File: config.mk
export PLATFORM = sky130hd
export DESIGN_NAME = usart_txrx
export DESIGN_NICKNAME = d
export VERILOG_FILES = /design/src/usart_pkg.sv /design/src/usart_rx_fifo.sv /design/src/usart_txrx.sv
export VERILOG_INCLUDE_DIRS = /design/src
export SDC_FILE = /design/constraint.sdc
export NUM_CORES = 1
export LEC_CHECK = 0
export ABC_AREA = 1
export BUFFER_PORTS_ARGS = -buffer_cell sky130_fd_sc_hd__buf_4
export CELL_PAD_IN_SITES_DETAIL_PLACEMENT = 1
export CELL_PAD_IN_SITES_GLOBAL_PLACEMENT = 2
export CORE_UTILIZATION = 24
export DETAILED_ROUTE_END_ITERATION = 6
export PLACE_DENSITY = 0.58
export SYNTH_ARGS = -nofsm -noshare
export SYNTH_HDL_FRONTEND = slang
export SYNTH_SLANG_ARGS = --single-unit
File: constraint.sdc
create_clock -name clk -period 6.8 [get_ports clk]
set_input_delay 0.68 -clock clk [delete_from_list [all_inputs] [get_ports clk]]
set_output_delay 0.68 -clock clk [all_outputs]
set_load 0.02 [all_outputs]
File: src/usart_consts.svh
`ifndef USART_CONSTS_SVH
`define USART_CONSTS_SVH

// Register byte offsets on the AXI4-Lite bus
`define UTX_OFF_DATA 8'h00
`define UTX_OFF_STAT 8'h04
`define UTX_OFF_CTRL 8'h08
`define UTX_OFF_FMT 8'h0C
`define UTX_OFF_BAUD 8'h10

// status_reg_a fields
`define UTX_ST_RXRDY 7
`define UTX_ST_TXDONE 6
`define UTX_ST_TXEMPTY 5
`define UTX_ST_FERR 4
`define UTX_ST_OVR 3
`define UTX_ST_PERR 2

// control_reg_b fields
`define UTX_CB_RXIE 7
`define UTX_CB_TXDIE 6
`define UTX_CB_TXEIE 5
`define UTX_CB_RXEN 4
`define UTX_CB_TX_ENABLE_BIT 3
`define UTX_CB_RX9 1
`define UTX_CB_TX9 0
`define UTX_CB_GIE 8
`define UTX_CB_SYNC 9

// Format register fields
`define UTX_FM_PEN 5
`define UTX_FM_PODD 4
`define UTX_FM_STOP2 3
`define UTX_FM_CSZ_HI 2

// Reset values and sizes
`define UTX_RST_BAUD 16'h0363
`define UTX_RST_FMT 6'h06
`define UTX_CSZ_NINE 3'h7
`define UTX_FIFO_DEPTH 2
`define UTX_FIFO_AW 1
`define UTX_ENTRY_W 12

`endif

File: src/usart_pkg.sv
package usart_pkg;
    // Transmit state machine, Gray along start-data-parity-stop
    typedef enum logic [2:0] {
        USART_TX_IDLE = 3'b000,
        USART_TX_START = 3'b001,
        USART_TX_DATA = 3'b011,
        USART_TX_PAR = 3'b010,
        USART_TX_STOP = 3'b110
    } usart_tx_state_e;

    // Receive state machine
    typedef enum logic [2:0] {
        USART_RX_IDLE = 3'b000,
        USART_RX_START = 3'b001,
        USART_RX_DATA = 3'b011,
        USART_RX_PAR = 3'b010,
        USART_RX_STOP = 3'b110
    } usart_rx_state_e;
endpackage : usart_pkg

File: src/usart_rx_fifo.sv
`timescale 1ns/1ps
`default_nettype none
`include "usart_consts.svh"

module usart_rx_fifo (
    input wire logic clk, // System clock
    input wire logic rst_n, // Async reset, active low
    input wire logic flush, // Empties the buffer
    input wire logic wr_en, // Push one frame entry
    input wire logic [`UTX_ENTRY_W-1:0] wr_data, // Frame with status
    input wire logic rd_en, // Pop the head entry
    output logic [`UTX_ENTRY_W-1:0] rd_data, // Head entry, registered
    output logic empty, // No unread entry
    output logic full // All entries used
);
    logic [`UTX_ENTRY_W-1:0] mem_reg [`UTX_FIFO_DEPTH];
    logic [`UTX_FIFO_AW:0] wp_reg;
    logic [`UTX_FIFO_AW:0] rp_reg;
    logic [`UTX_FIFO_AW:0] rp_next;

    assign empty = (wp_reg == rp_reg);
    assign full = (wp_reg[`UTX_FIFO_AW] != rp_reg[`UTX_FIFO_AW]) &&
                  (wp_reg[`UTX_FIFO_AW-1:0] == rp_reg[`UTX_FIFO_AW-1:0]);
    assign rp_next = rp_reg + ((rd_en && !empty) ? 2'd1 : 2'd0);

    // Pointers; flush wins since the receiver is off anyway
    always_ff @(posedge clk or negedge rst_n) begin
        if (!rst_n) begin
            wp_reg <= '0;
            rp_reg <= '0;
        end else if (flush) begin
            wp_reg <= '0;
            rp_reg <= '0;
        end else begin
            if (wr_en && !full) wp_reg <= wp_reg + 2'd1;
            rp_reg <= rp_next;
        end
    end

    // Storage
    always_ff @(posedge clk) begin
        if (wr_en && !full && !flush) mem_reg[wp_reg[`UTX_FIFO_AW-1:0]] <= wr_data;
    end

    // Head entry out of a register, follows pushes into an empty buffer
    always_ff @(posedge clk or negedge rst_n) begin
        if (!rst_n) begin
            rd_data <= '0;
        end else if (wr_en && !full && (wp_reg[`UTX_FIFO_AW-1:0] == rp_next[`UTX_FIFO_AW-1:0])
                     && (wp_reg == rp_next)) begin
            rd_data <= wr_data;
        end else begin
            rd_data <= mem_reg[rp_next[`UTX_FIFO_AW-1:0]];
        end
    end
endmodule : usart_rx_fifo
`default_nettype wire

File: src/usart_txrx.sv
`timescale 1ns/1ps
`default_nettype none
`include "usart_consts.svh"

module usart_txrx (
    input wire logic clk, // 100 MHz system clock
    input wire logic rst_n, // Async reset, active low
    input wire logic [7:0] s_axi_awaddr, // Write address
    input wire logic s_axi_awvalid, // Write address valid
    output logic s_axi_awready, // Write address ready
    input wire logic [31:0] s_axi_wdata, // Write data
    input wire logic [3:0] s_axi_wstrb, // Write byte strobes
    input wire logic s_axi_wvalid, // Write data valid
    output logic s_axi_wready, // Write data ready
    output logic [1:0] s_axi_bresp, // Write response
    output logic s_axi_bvalid, // Write response valid
    input wire logic s_axi_bready, // Write response ready
    input wire logic [7:0] s_axi_araddr, // Read address
    input wire logic s_axi_arvalid, // Read address valid
    output logic s_axi_arready, // Read address ready
    output logic [31:0] s_axi_rdata, // Read data
    output logic [1:0] s_axi_rresp, // Read response
    output logic s_axi_rvalid, // Read data valid
    input wire logic s_axi_rready, // Read data ready
    input wire logic tx_done_irq_ack, // CPU vectored to transmit-complete
    input wire logic serial_in_pin, // Serial receive line
    input wire logic sync_clock_pin, // External bit clock, sync mode
    output logic serial_out_pin, // Serial transmit line
    output logic serial_out_oe, // High while the transmitter owns the pin
    output logic serial_in_claim, // High while the receiver owns the pin
    output logic tx_empty_irq, // Transmit-buffer-empty request, level
    output logic tx_done_irq, // Transmit-complete request, level
    output logic rx_ready_irq // Receive-complete request, level
);
    // Control and format registers
    logic [9:0] ctrl_reg;
    logic [5:0] fmt_reg;
    logic [15:0] baud_reg;
    logic [8:0] txbuf_reg;
    logic txbuf_full_reg;
    logic tx_done_reg;
    // Bus handshake state
    logic aw_got_reg, w_got_reg;
    logic [7:0] aw_addr_reg;
    logic [31:0] w_data_reg;
    logic [3:0] w_strb_reg;
    logic do_wr, do_rd;
    // Bit clock
    logic [15:0] bcnt_reg;
    logic sck_s1_reg, sck_s2_reg, sck_s3_reg;
    logic bit_tick;
    // Transmitter
    usart_pkg::usart_tx_state_e tx_st_reg;
    logic [8:0] tsh_reg;
    logic [3:0] tcnt_reg;
    logic tpar_reg;
    logic tstop2_reg;
    logic tx_load, tx_finish;
    // Receiver
    usart_pkg::usart_rx_state_e rx_st_reg;
    logic [8:0] rsh_reg;
    logic [3:0] rcnt_reg;
    logic rpar_reg;
    logic ovr_reg;
    logic rx_push;
    logic [`UTX_ENTRY_W-1:0] rx_entry, head;
    logic fifo_empty, fifo_full;
    logic [3:0] nbits;
    logic [8:0] dmask;

    // Character size 5..8 by field, 9 when field is seven
    assign nbits = (fmt_reg[`UTX_FM_CSZ_HI:0] == `UTX_CSZ_NINE) ? 4'd9 :
                   (4'd5 + {1'b0, fmt_reg[`UTX_FM_CSZ_HI:0]});
    assign dmask = (9'h1FF >> (4'd9 - nbits));

    // AXI4-Lite write: address and data taken in either order
    assign s_axi_awready = !aw_got_reg && !s_axi_bvalid;
    assign s_axi_wready = !w_got_reg && !s_axi_bvalid;
    assign do_wr = aw_got_reg && w_got_reg && !s_axi_bvalid;
    assign s_axi_bresp = 2'b00;
    always_ff @(posedge clk or negedge rst_n) begin
        if (!rst_n) begin
            aw_got_reg <= 1'b0;
            w_got_reg <= 1'b0;
            aw_addr_reg <= 8'h00;
            w_data_reg <= 32'h0000_0000;
            w_strb_reg <= 4'h0;
            s_axi_bvalid <= 1'b0;
        end else begin
            if (s_axi_awvalid && s_axi_awready) begin
                aw_got_reg <= 1'b1;
                aw_addr_reg <= s_axi_awaddr;
            end
            if (s_axi_wvalid && s_axi_wready) begin
                w_got_reg <= 1'b1;
                w_data_reg <= s_axi_wdata;
                w_strb_reg <= s_axi_wstrb;
            end
            if (do_wr) begin
                aw_got_reg <= 1'b0;
                w_got_reg <= 1'b0;
                s_axi_bvalid <= 1'b1;
            end else if (s_axi_bready) begin
                s_axi_bvalid <= 1'b0;
            end
        end
    end

    // AXI4-Lite read: one cycle after address, unmapped reads zero
    assign s_axi_arready = !s_axi_rvalid;
    assign do_rd = s_axi_arvalid && s_axi_arready;
    assign s_axi_rresp = 2'b00;
    always_ff @(posedge clk or negedge rst_n) begin
        if (!rst_n) begin
            s_axi_rvalid <= 1'b0;
            s_axi_rdata <= 32'h0000_0000;
        end else if (do_rd) begin
            s_axi_rvalid <= 1'b1;
            case (s_axi_araddr)
                `UTX_OFF_DATA: s_axi_rdata <= {24'h000000, head[7:0] & dmask[7:0]};
                `UTX_OFF_STAT: s_axi_rdata <= {24'h000000, !fifo_empty, tx_done_reg,
                    !txbuf_full_reg, head[10], head[11], head[9], 2'b00};
                `UTX_OFF_CTRL: s_axi_rdata <= {22'h000000, ctrl_reg[9:2],
                    head[8] & (nbits == 4'd9), ctrl_reg[0]};
                `UTX_OFF_FMT: s_axi_rdata <= {26'h0000000, fmt_reg};
                `UTX_OFF_BAUD: s_axi_rdata <= {16'h0000, baud_reg};
                default: s_axi_rdata <= 32'h0000_0000;
            endcase
        end else if (s_axi_rready) begin
            s_axi_rvalid <= 1'b0;
        end
    end

    // Control, format and baud registers; the received-ninth-bit position ignores writes
    always_ff @(posedge clk or negedge rst_n) begin
        if (!rst_n) begin
            ctrl_reg <= 10'h000;
            fmt_reg <= `UTX_RST_FMT;
            baud_reg <= `UTX_RST_BAUD;
        end else if (do_wr) begin
            if (aw_addr_reg == `UTX_OFF_CTRL && w_strb_reg[0]) ctrl_reg[7:0] <= w_data_reg[7:0];
            if (aw_addr_reg == `UTX_OFF_CTRL && w_strb_reg[1]) ctrl_reg[9:8] <= w_data_reg[9:8];
            if (aw_addr_reg == `UTX_OFF_FMT && w_strb_reg[0]) fmt_reg <= w_data_reg[5:0];
            if (aw_addr_reg == `UTX_OFF_BAUD && w_strb_reg[0]) baud_reg[7:0] <= w_data_reg[7:0];
            if (aw_addr_reg == `UTX_OFF_BAUD && w_strb_reg[1]) baud_reg[15:8] <= w_data_reg[15:8];
        end
    end

    // Bit clock: divider, or rising edge of sync pin (third flop only for edge)
    always_ff @(posedge clk or negedge rst_n) begin
        if (!rst_n) begin
            bcnt_reg <= 16'h0000;
            sck_s1_reg <= 1'b0;
            sck_s2_reg <= 1'b0;
            sck_s3_reg <= 1'b0;
        end else begin
            sck_s1_reg <= sync_clock_pin;
            sck_s2_reg <= sck_s1_reg;
            sck_s3_reg <= sck_s2_reg;
            bcnt_reg <= (bcnt_reg >= baud_reg) ? 16'h0000 : bcnt_reg + 16'h0001;
        end
    end
    assign bit_tick = ctrl_reg[`UTX_CB_SYNC] ? (sck_s2_reg && !sck_s3_reg)
                                             : (bcnt_reg >= baud_reg);

    // Transmit buffer: write fills, shifter load empties
    assign tx_load = txbuf_full_reg && bit_tick &&
                     (tx_st_reg == usart_pkg::USART_TX_IDLE || tx_finish);
    always_ff @(posedge clk or negedge rst_n) begin
        if (!rst_n) begin
            txbuf_full_reg <= 1'b0;
            txbuf_reg <= 9'h000;
        end else if (do_wr && aw_addr_reg == `UTX_OFF_DATA && w_strb_reg[0] &&
                     ctrl_reg[`UTX_CB_TX_ENABLE_BIT]) begin
            txbuf_full_reg <= 1'b1;
            txbuf_reg <= {ctrl_reg[`UTX_CB_TX9], w_data_reg[7:0]};
        end else if (tx_load) begin
            txbuf_full_reg <= 1'b0;
        end
    end

    // Transmit shifter: start low, data LSB first, parity, stops
    assign tx_finish = (tx_st_reg == usart_pkg::USART_TX_STOP) && bit_tick && !tstop2_reg;
    always_ff @(posedge clk or negedge rst_n) begin
        if (!rst_n) begin
            tx_st_reg <= usart_pkg::USART_TX_IDLE;
            tsh_reg <= 9'h000;
            tcnt_reg <= 4'h0;
            tpar_reg <= 1'b0;
            tstop2_reg <= 1'b0;
        end else if (tx_load) begin
            tx_st_reg <= usart_pkg::USART_TX_START;
            tsh_reg <= txbuf_reg & dmask;
            tpar_reg <= (^(txbuf_reg & dmask)) ^ fmt_reg[`UTX_FM_PODD];
            tcnt_reg <= 4'h0;
        end else if (bit_tick) begin
            case (tx_st_reg)
                usart_pkg::USART_TX_START: tx_st_reg <= usart_pkg::USART_TX_DATA;
                usart_pkg::USART_TX_DATA: begin
                    tsh_reg <= tsh_reg >> 1;
                    tcnt_reg <= tcnt_reg + 4'h1;
                    if (tcnt_reg == nbits - 4'd1) begin
                        tx_st_reg <= fmt_reg[`UTX_FM_PEN] ? usart_pkg::USART_TX_PAR
                                                          : usart_pkg::USART_TX_STOP;
                        tstop2_reg <= fmt_reg[`UTX_FM_STOP2];
                    end
                end
                usart_pkg::USART_TX_PAR: tx_st_reg <= usart_pkg::USART_TX_STOP;
                usart_pkg::USART_TX_STOP: begin
                    if (tstop2_reg) tstop2_reg <= 1'b0;
                    else tx_st_reg <= usart_pkg::USART_TX_IDLE;
                end
                default: tx_st_reg <= usart_pkg::USART_TX_IDLE;
            endcase
        end
    end

    // Line level per state; pin released only when both stages drained
    always_comb begin
        case (tx_st_reg)
            usart_pkg::USART_TX_START: serial_out_pin = 1'b0;
            usart_pkg::USART_TX_DATA: serial_out_pin = tsh_reg[0];
            usart_pkg::USART_TX_PAR: serial_out_pin = tpar_reg;
            default: serial_out_pin = 1'b1;
        endcase
    end
    assign serial_out_oe = ctrl_reg[`UTX_CB_TX_ENABLE_BIT] || txbuf_full_reg ||
                           (tx_st_reg != usart_pkg::USART_TX_IDLE);

    // Done flag: set on last stop with empty buffer, set beats clear
    always_ff @(posedge clk or negedge rst_n) begin
        if (!rst_n) begin
            tx_done_reg <= 1'b0;
        end else if (tx_finish && !txbuf_full_reg) begin
            tx_done_reg <= 1'b1;
        end else if (tx_done_irq_ack || (do_wr && aw_addr_reg == `UTX_OFF_STAT &&
                     w_strb_reg[0] && w_data_reg[`UTX_ST_TXDONE])) begin
            tx_done_reg <= 1'b0;
        end
    end

    // Receiver: start, data, optional parity, first stop only
    assign serial_in_claim = ctrl_reg[`UTX_CB_RXEN];
    assign rx_push = (rx_st_reg == usart_pkg::USART_RX_STOP) && bit_tick;
    assign rx_entry = {ovr_reg, !serial_in_pin,
                       fmt_reg[`UTX_FM_PEN] && (rpar_reg != ((^(rsh_reg & dmask)) ^
                       fmt_reg[`UTX_FM_PODD])), rsh_reg & dmask};
    always_ff @(posedge clk or negedge rst_n) begin
        if (!rst_n) begin
            rx_st_reg <= usart_pkg::USART_RX_IDLE;
            rsh_reg <= 9'h000;
            rcnt_reg <= 4'h0;
            rpar_reg <= 1'b0;
        end else if (!ctrl_reg[`UTX_CB_RXEN]) begin
            rx_st_reg <= usart_pkg::USART_RX_IDLE;
        end else if (bit_tick) begin
            case (rx_st_reg)
                usart_pkg::USART_RX_IDLE: if (!serial_in_pin) begin
                    rx_st_reg <= usart_pkg::USART_RX_DATA;
                    rcnt_reg <= 4'h0;
                    rsh_reg <= 9'h000;
                end
                usart_pkg::USART_RX_DATA: begin
                    rsh_reg[rcnt_reg] <= serial_in_pin;
                    rcnt_reg <= rcnt_reg + 4'h1;
                    if (rcnt_reg == nbits - 4'd1)
                        rx_st_reg <= fmt_reg[`UTX_FM_PEN] ? usart_pkg::USART_RX_PAR
                                                          : usart_pkg::USART_RX_STOP;
                end
                usart_pkg::USART_RX_PAR: begin
                    rpar_reg <= serial_in_pin;
                    rx_st_reg <= usart_pkg::USART_RX_STOP;
                end
                usart_pkg::USART_RX_STOP: rx_st_reg <= usart_pkg::USART_RX_IDLE;
                default: rx_st_reg <= usart_pkg::USART_RX_IDLE;
            endcase
        end
    end

    // Overrun: frame dropped with full buffer, cleared by a stored frame
    always_ff @(posedge clk or negedge rst_n) begin
        if (!rst_n) ovr_reg <= 1'b0;
        else if (!ctrl_reg[`UTX_CB_RXEN]) ovr_reg <= 1'b0;
        else if (rx_push && fifo_full) ovr_reg <= 1'b1;
        else if (rx_push) ovr_reg <= 1'b0;
    end

    // Two-entry FIFO; a data read pops data, ninth bit and status together
    usart_rx_fifo u_fifo (
        .clk(clk),
        .rst_n(rst_n),
        .flush(!ctrl_reg[`UTX_CB_RXEN]),
        .wr_en(rx_push),
        .wr_data(rx_entry),
        .rd_en(do_rd && s_axi_araddr == `UTX_OFF_DATA),
        .rd_data(head),
        .empty(fifo_empty),
        .full(fifo_full)
    );

    // Level interrupt requests behind the global enable
    assign tx_empty_irq = ctrl_reg[`UTX_CB_GIE] && ctrl_reg[`UTX_CB_TXEIE] && !txbuf_full_reg;
    assign tx_done_irq = ctrl_reg[`UTX_CB_GIE] && ctrl_reg[`UTX_CB_TXDIE] && tx_done_reg;
    assign rx_ready_irq = ctrl_reg[`UTX_CB_GIE] && ctrl_reg[`UTX_CB_RXIE] && !fifo_empty;
endmodule : usart_txrx
`default_nettype wire

==> qor.yml <==
timing:
  final-setup-viol-count: 0
  drv_slew: 0
  period_minus_slack_ns: 3.71
  tightest_slew_ns: 1.24
  setup_tns_ns: 0
  maxSlewHeadroom_pct: 17.3
  hold_violations: 0
  skew_ns: 0.0149
  min_period_over_period_pct: 54.6
  fmax_mhz: 270
  grt_setup_unrepaired: "no"
  setup_ws_ns: 3.09
run:
  cap_violations: 0
yosys:
  yosysWarnings: 0
  synth_seq_cells: 183
  synthesis.instances: 1111
  synth_area_um2: 9430
  ys.flop_type: "dfrtp_1"
  ys_async_sr_fraction_pct: 86.9
  synth.yosys.seq_area_share_pct: 50.0
  synth_edf_count: 24
  ys_types: 55
  syn_avg_cell_area_um2: 8.48
critical_path:
  reg2reg_from: "baud_reg[6]$_DFFE_PN1P_"
  r2r_slack_ns: 3.09
  crit_start: "baud_reg[6]$_DFFE_PN1P_"
  endpoint: "u_fifo.mem_reg[0][6]$_DFFE_PP_"
  endpoint_kind: "flop"
  path_cells: "inv_1, ha_1, nand2_1, nor3_1, nand2_1, nand4_2, nand2_4, inv_1, nand4_1, nor2_1"
  crit_fanout: 12
  max_stage_delay_ns: 0.99
  reg2reg_to: "u_fifo.mem_reg[0][6]$_DFFE_PP_"
  crit_path_top_delay_cell: "nor2_1"
  worstPathRequired_ns: 6.85
  worst-setup-path-type: "flop to flop"
  start_kind: "flop"
  cp.arrival_ns: 3.76
  reg2regPathDepth: 10
final_layout:
  largest_register_ffs: 24
  fill_cells: 4614
  multiInputGateArea_um2: 3930
  seqCellArea_um2: 4710
  diodes: 0
  layout-drive-gt1-share_pct: 13.7
  areaGrowthSynthToFinish_pct: 16.7
  nNetsFinal: 1269
clock_tree:
  cts-resized-gates: 0
  root_buffer: "clkbuf_16"
  cts_num_sinks: 183
  clockBufferDepth: 2
  cts_buffers: 17
  ctsHoldBuffers: 0
  tritoncts: "yes"
  clk_latency_ns: 0.45
  h-tree-depth: 4
  clk_pin_slew_ns: 0.08
  cts_setup_buffers: 0
die:
  dieHeight_um: 200
  die-area_um2: 40100
  start_util_pct: 24.3
  core_area_um2: 38700
  die_x_um: 200
  io-pin-count: 109
  row_count: 72
detailed_routing:
  via_per_inst: 4.33
  drt-initial-drc-count: 352
  finalWirelength_mm: 27.9
  wl_per_cell_um: 16.3
  vias: 7407
  route.detailed.drc: 0
  drt_first_pass_iters: 5
  detail-route-antenna-nets: 0
global_routing:
  antenna_found_initial: 0
  grt_pass1_wl_mm: 44.5
  first_global_vias: 7707
  grt_max_degree: 71
  grt_usage_pct: 14.5
  gr-total-overflow: 0
power:
  p_leak_nw: 5.12
  peakVddDrop_v: 0.000160
  p_per_area_nw_per_um2: 309
place:
  gp_congestion: 0.724
  io_buffers: 70
  dpl.hpwl_mm: 20.9
  pre_cts_ws_ns: 2.94
status:
  status: "completed"
min_path:
  min_path_type: "primary input to asynchronous set/reset pin"
[logic make-up (layout without fill, tap and decap cells)]
family	after synthesis	after routing	share of synthesized area, %
AND/OR/NAND/NOR	509	509	24.1
buffers and inverters	195	256	9.07
flip-flops	183	183	50.0
AO/OA/AOI/OAI	161	161	9.64
adder cells (fa/ha/maj)	29	29	3.85
multiplexers	17	17	1.88
XOR/XNOR	16	16	1.49
other	1	20	0.0398
[layout make-up]
| type | count | share of cell area, % |
|---|---|---|
| clock inverters | 15 | 1.41 |
| repair buffers | 75 | 5.15 |
| clock buffers | 17 | 3.87 |
| inverters | 149 | 5.11 |
| multi-input cells | 752 | 35.8 |
| flip-flops and latches | 183 | 42.8 |
| well taps | 518 | 5.89 |
[cell usage in the layout (no fill, tap or decap), types with 12 or more instances in the layout]
cell type,n
o21ai_0,78
edfxtp_1,24
conb_1,20
a21oi_1,39
ha_1,29
nand4_1,14
nand2_1,303
nand3_1,58
nor3_1,24
buf_4,74
nor2_1,75
inv_1,136
dfrtp_1,151
inv_2,12
clkbuf_16,17
[cells in the mapped netlist (2+ instances only)]
cell | count | area [um2]
a21oi_1 | 39 | 195
a31oi_1 | 3 | 18.8
buf_1 | 2 | 7.51
buf_2 | 2 | 10.0
buf_4 | 22 | 165
buf_6 | 3 | 33.8
clkbuf_1 | 15 | 56.3
dfrtp_1 | 151 | 3780
dfstp_2 | 8 | 210
edfxtp_1 | 24 | 721
ha_1 | 29 | 363
inv_1 | 136 | 510
inv_2 | 12 | 45.0
mux2_2 | 6 | 67.6
mux2i_1 | 11 | 110
nand2_1 | 303 | 1140
nand2_2 | 4 | 25.0
nand2_4 | 3 | 33.8
nand3_1 | 58 | 290
nand3_2 | 5 | 50.1
nand4_1 | 14 | 87.6
nand4_2 | 2 | 25.0
nor2_1 | 75 | 282
nor2_2 | 4 | 25.0
nor2_8 | 2 | 40.0
nor3_1 | 24 | 120
nor3_2 | 3 | 30.0
nor3_4 | 2 | 32.5
nor3b_1 | 5 | 37.5
o2111ai_1 | 2 | 17.5
o211ai_1 | 10 | 75.1
o21ai_0 | 78 | 390
o21ai_1 | 3 | 15.0
o22ai_1 | 10 | 62.6
o31ai_1 | 7 | 52.6
xnor2_1 | 9 | 78.8
xor2_1 | 7 | 61.3
[layer usage]
layer	vias to the layer above	routed length (um)	share of wire (%)	global-route usage, %
met4	0	354	1.3	3.82
li1	3699	-	-	-
met5	-	0	0	0
met2	61	13300	48	23.7
met1	3635	13600	49	19.7
met3	12	660	2.4	2.44
[stage by stage]
| stage | power [mW] | hold slack (ns) | cells | instance area (um2) | utilization [%] |
|---|---|---|---|---|---|
| 2_1_floorplan | 2.07 | 0.331 | 1130 | 9500 | - |
| 3_3_place_gp | 2.44 | 0.337 | 1677 | 10400 | 26.9 |
| 3_5_place_dp | 2.46 | 0.345 | 1677 | 10400 | 26.9 |
| 4_1_cts | 3.49 | 0.284 | 1709 | 11000 | 28.4 |
| 5_1_grt | 3.65 | 0.295 | 1709 | 11000 | 28.4 |
| 6_report | 3.40 | 0.266 | 1709 | 11000 | 28.4 |
[worst min-delay path by stage]
stage / endpoint / slack (ns) / depth (start not counted)
final: tx_st_reg[2]$_DFFE_PN0P_ / 0.27 / 1
after global routing: tx_st_reg[2]$_DFFE_PN0P_ / 0.30 / 1
after CTS: tx_st_reg[2]$_DFFE_PN0P_ / 0.28 / 1
after detailed placement: sck_s2_reg$_DFF_PN0_ / 0.35 / 0
after global placement: sck_s2_reg$_DFF_PN0_ / 0.34 / 0
after floorplan: sck_s2_reg$_DFF_PN0_ / 0.33 / 0
[worst max-delay path: cells and delay by family (launching register included)]
kind,cells,cell delay [ns]
buffers and inverters,2,0.46
flip-flops,1,0.53
AND/OR/NAND/NOR,7,2.05
adder cells (fa/ha/maj),1,0.27
[power breakdown]
part / internal [mW] / leakage [nW] / switching, mW
logic: 0.298 / 2.56 / 0.727
clock network: 0.493 / 0.288 / 0.507
registers: 1.26 / 2.27 / 0.120
Note: power is estimated with default switching activity, not from simulation.
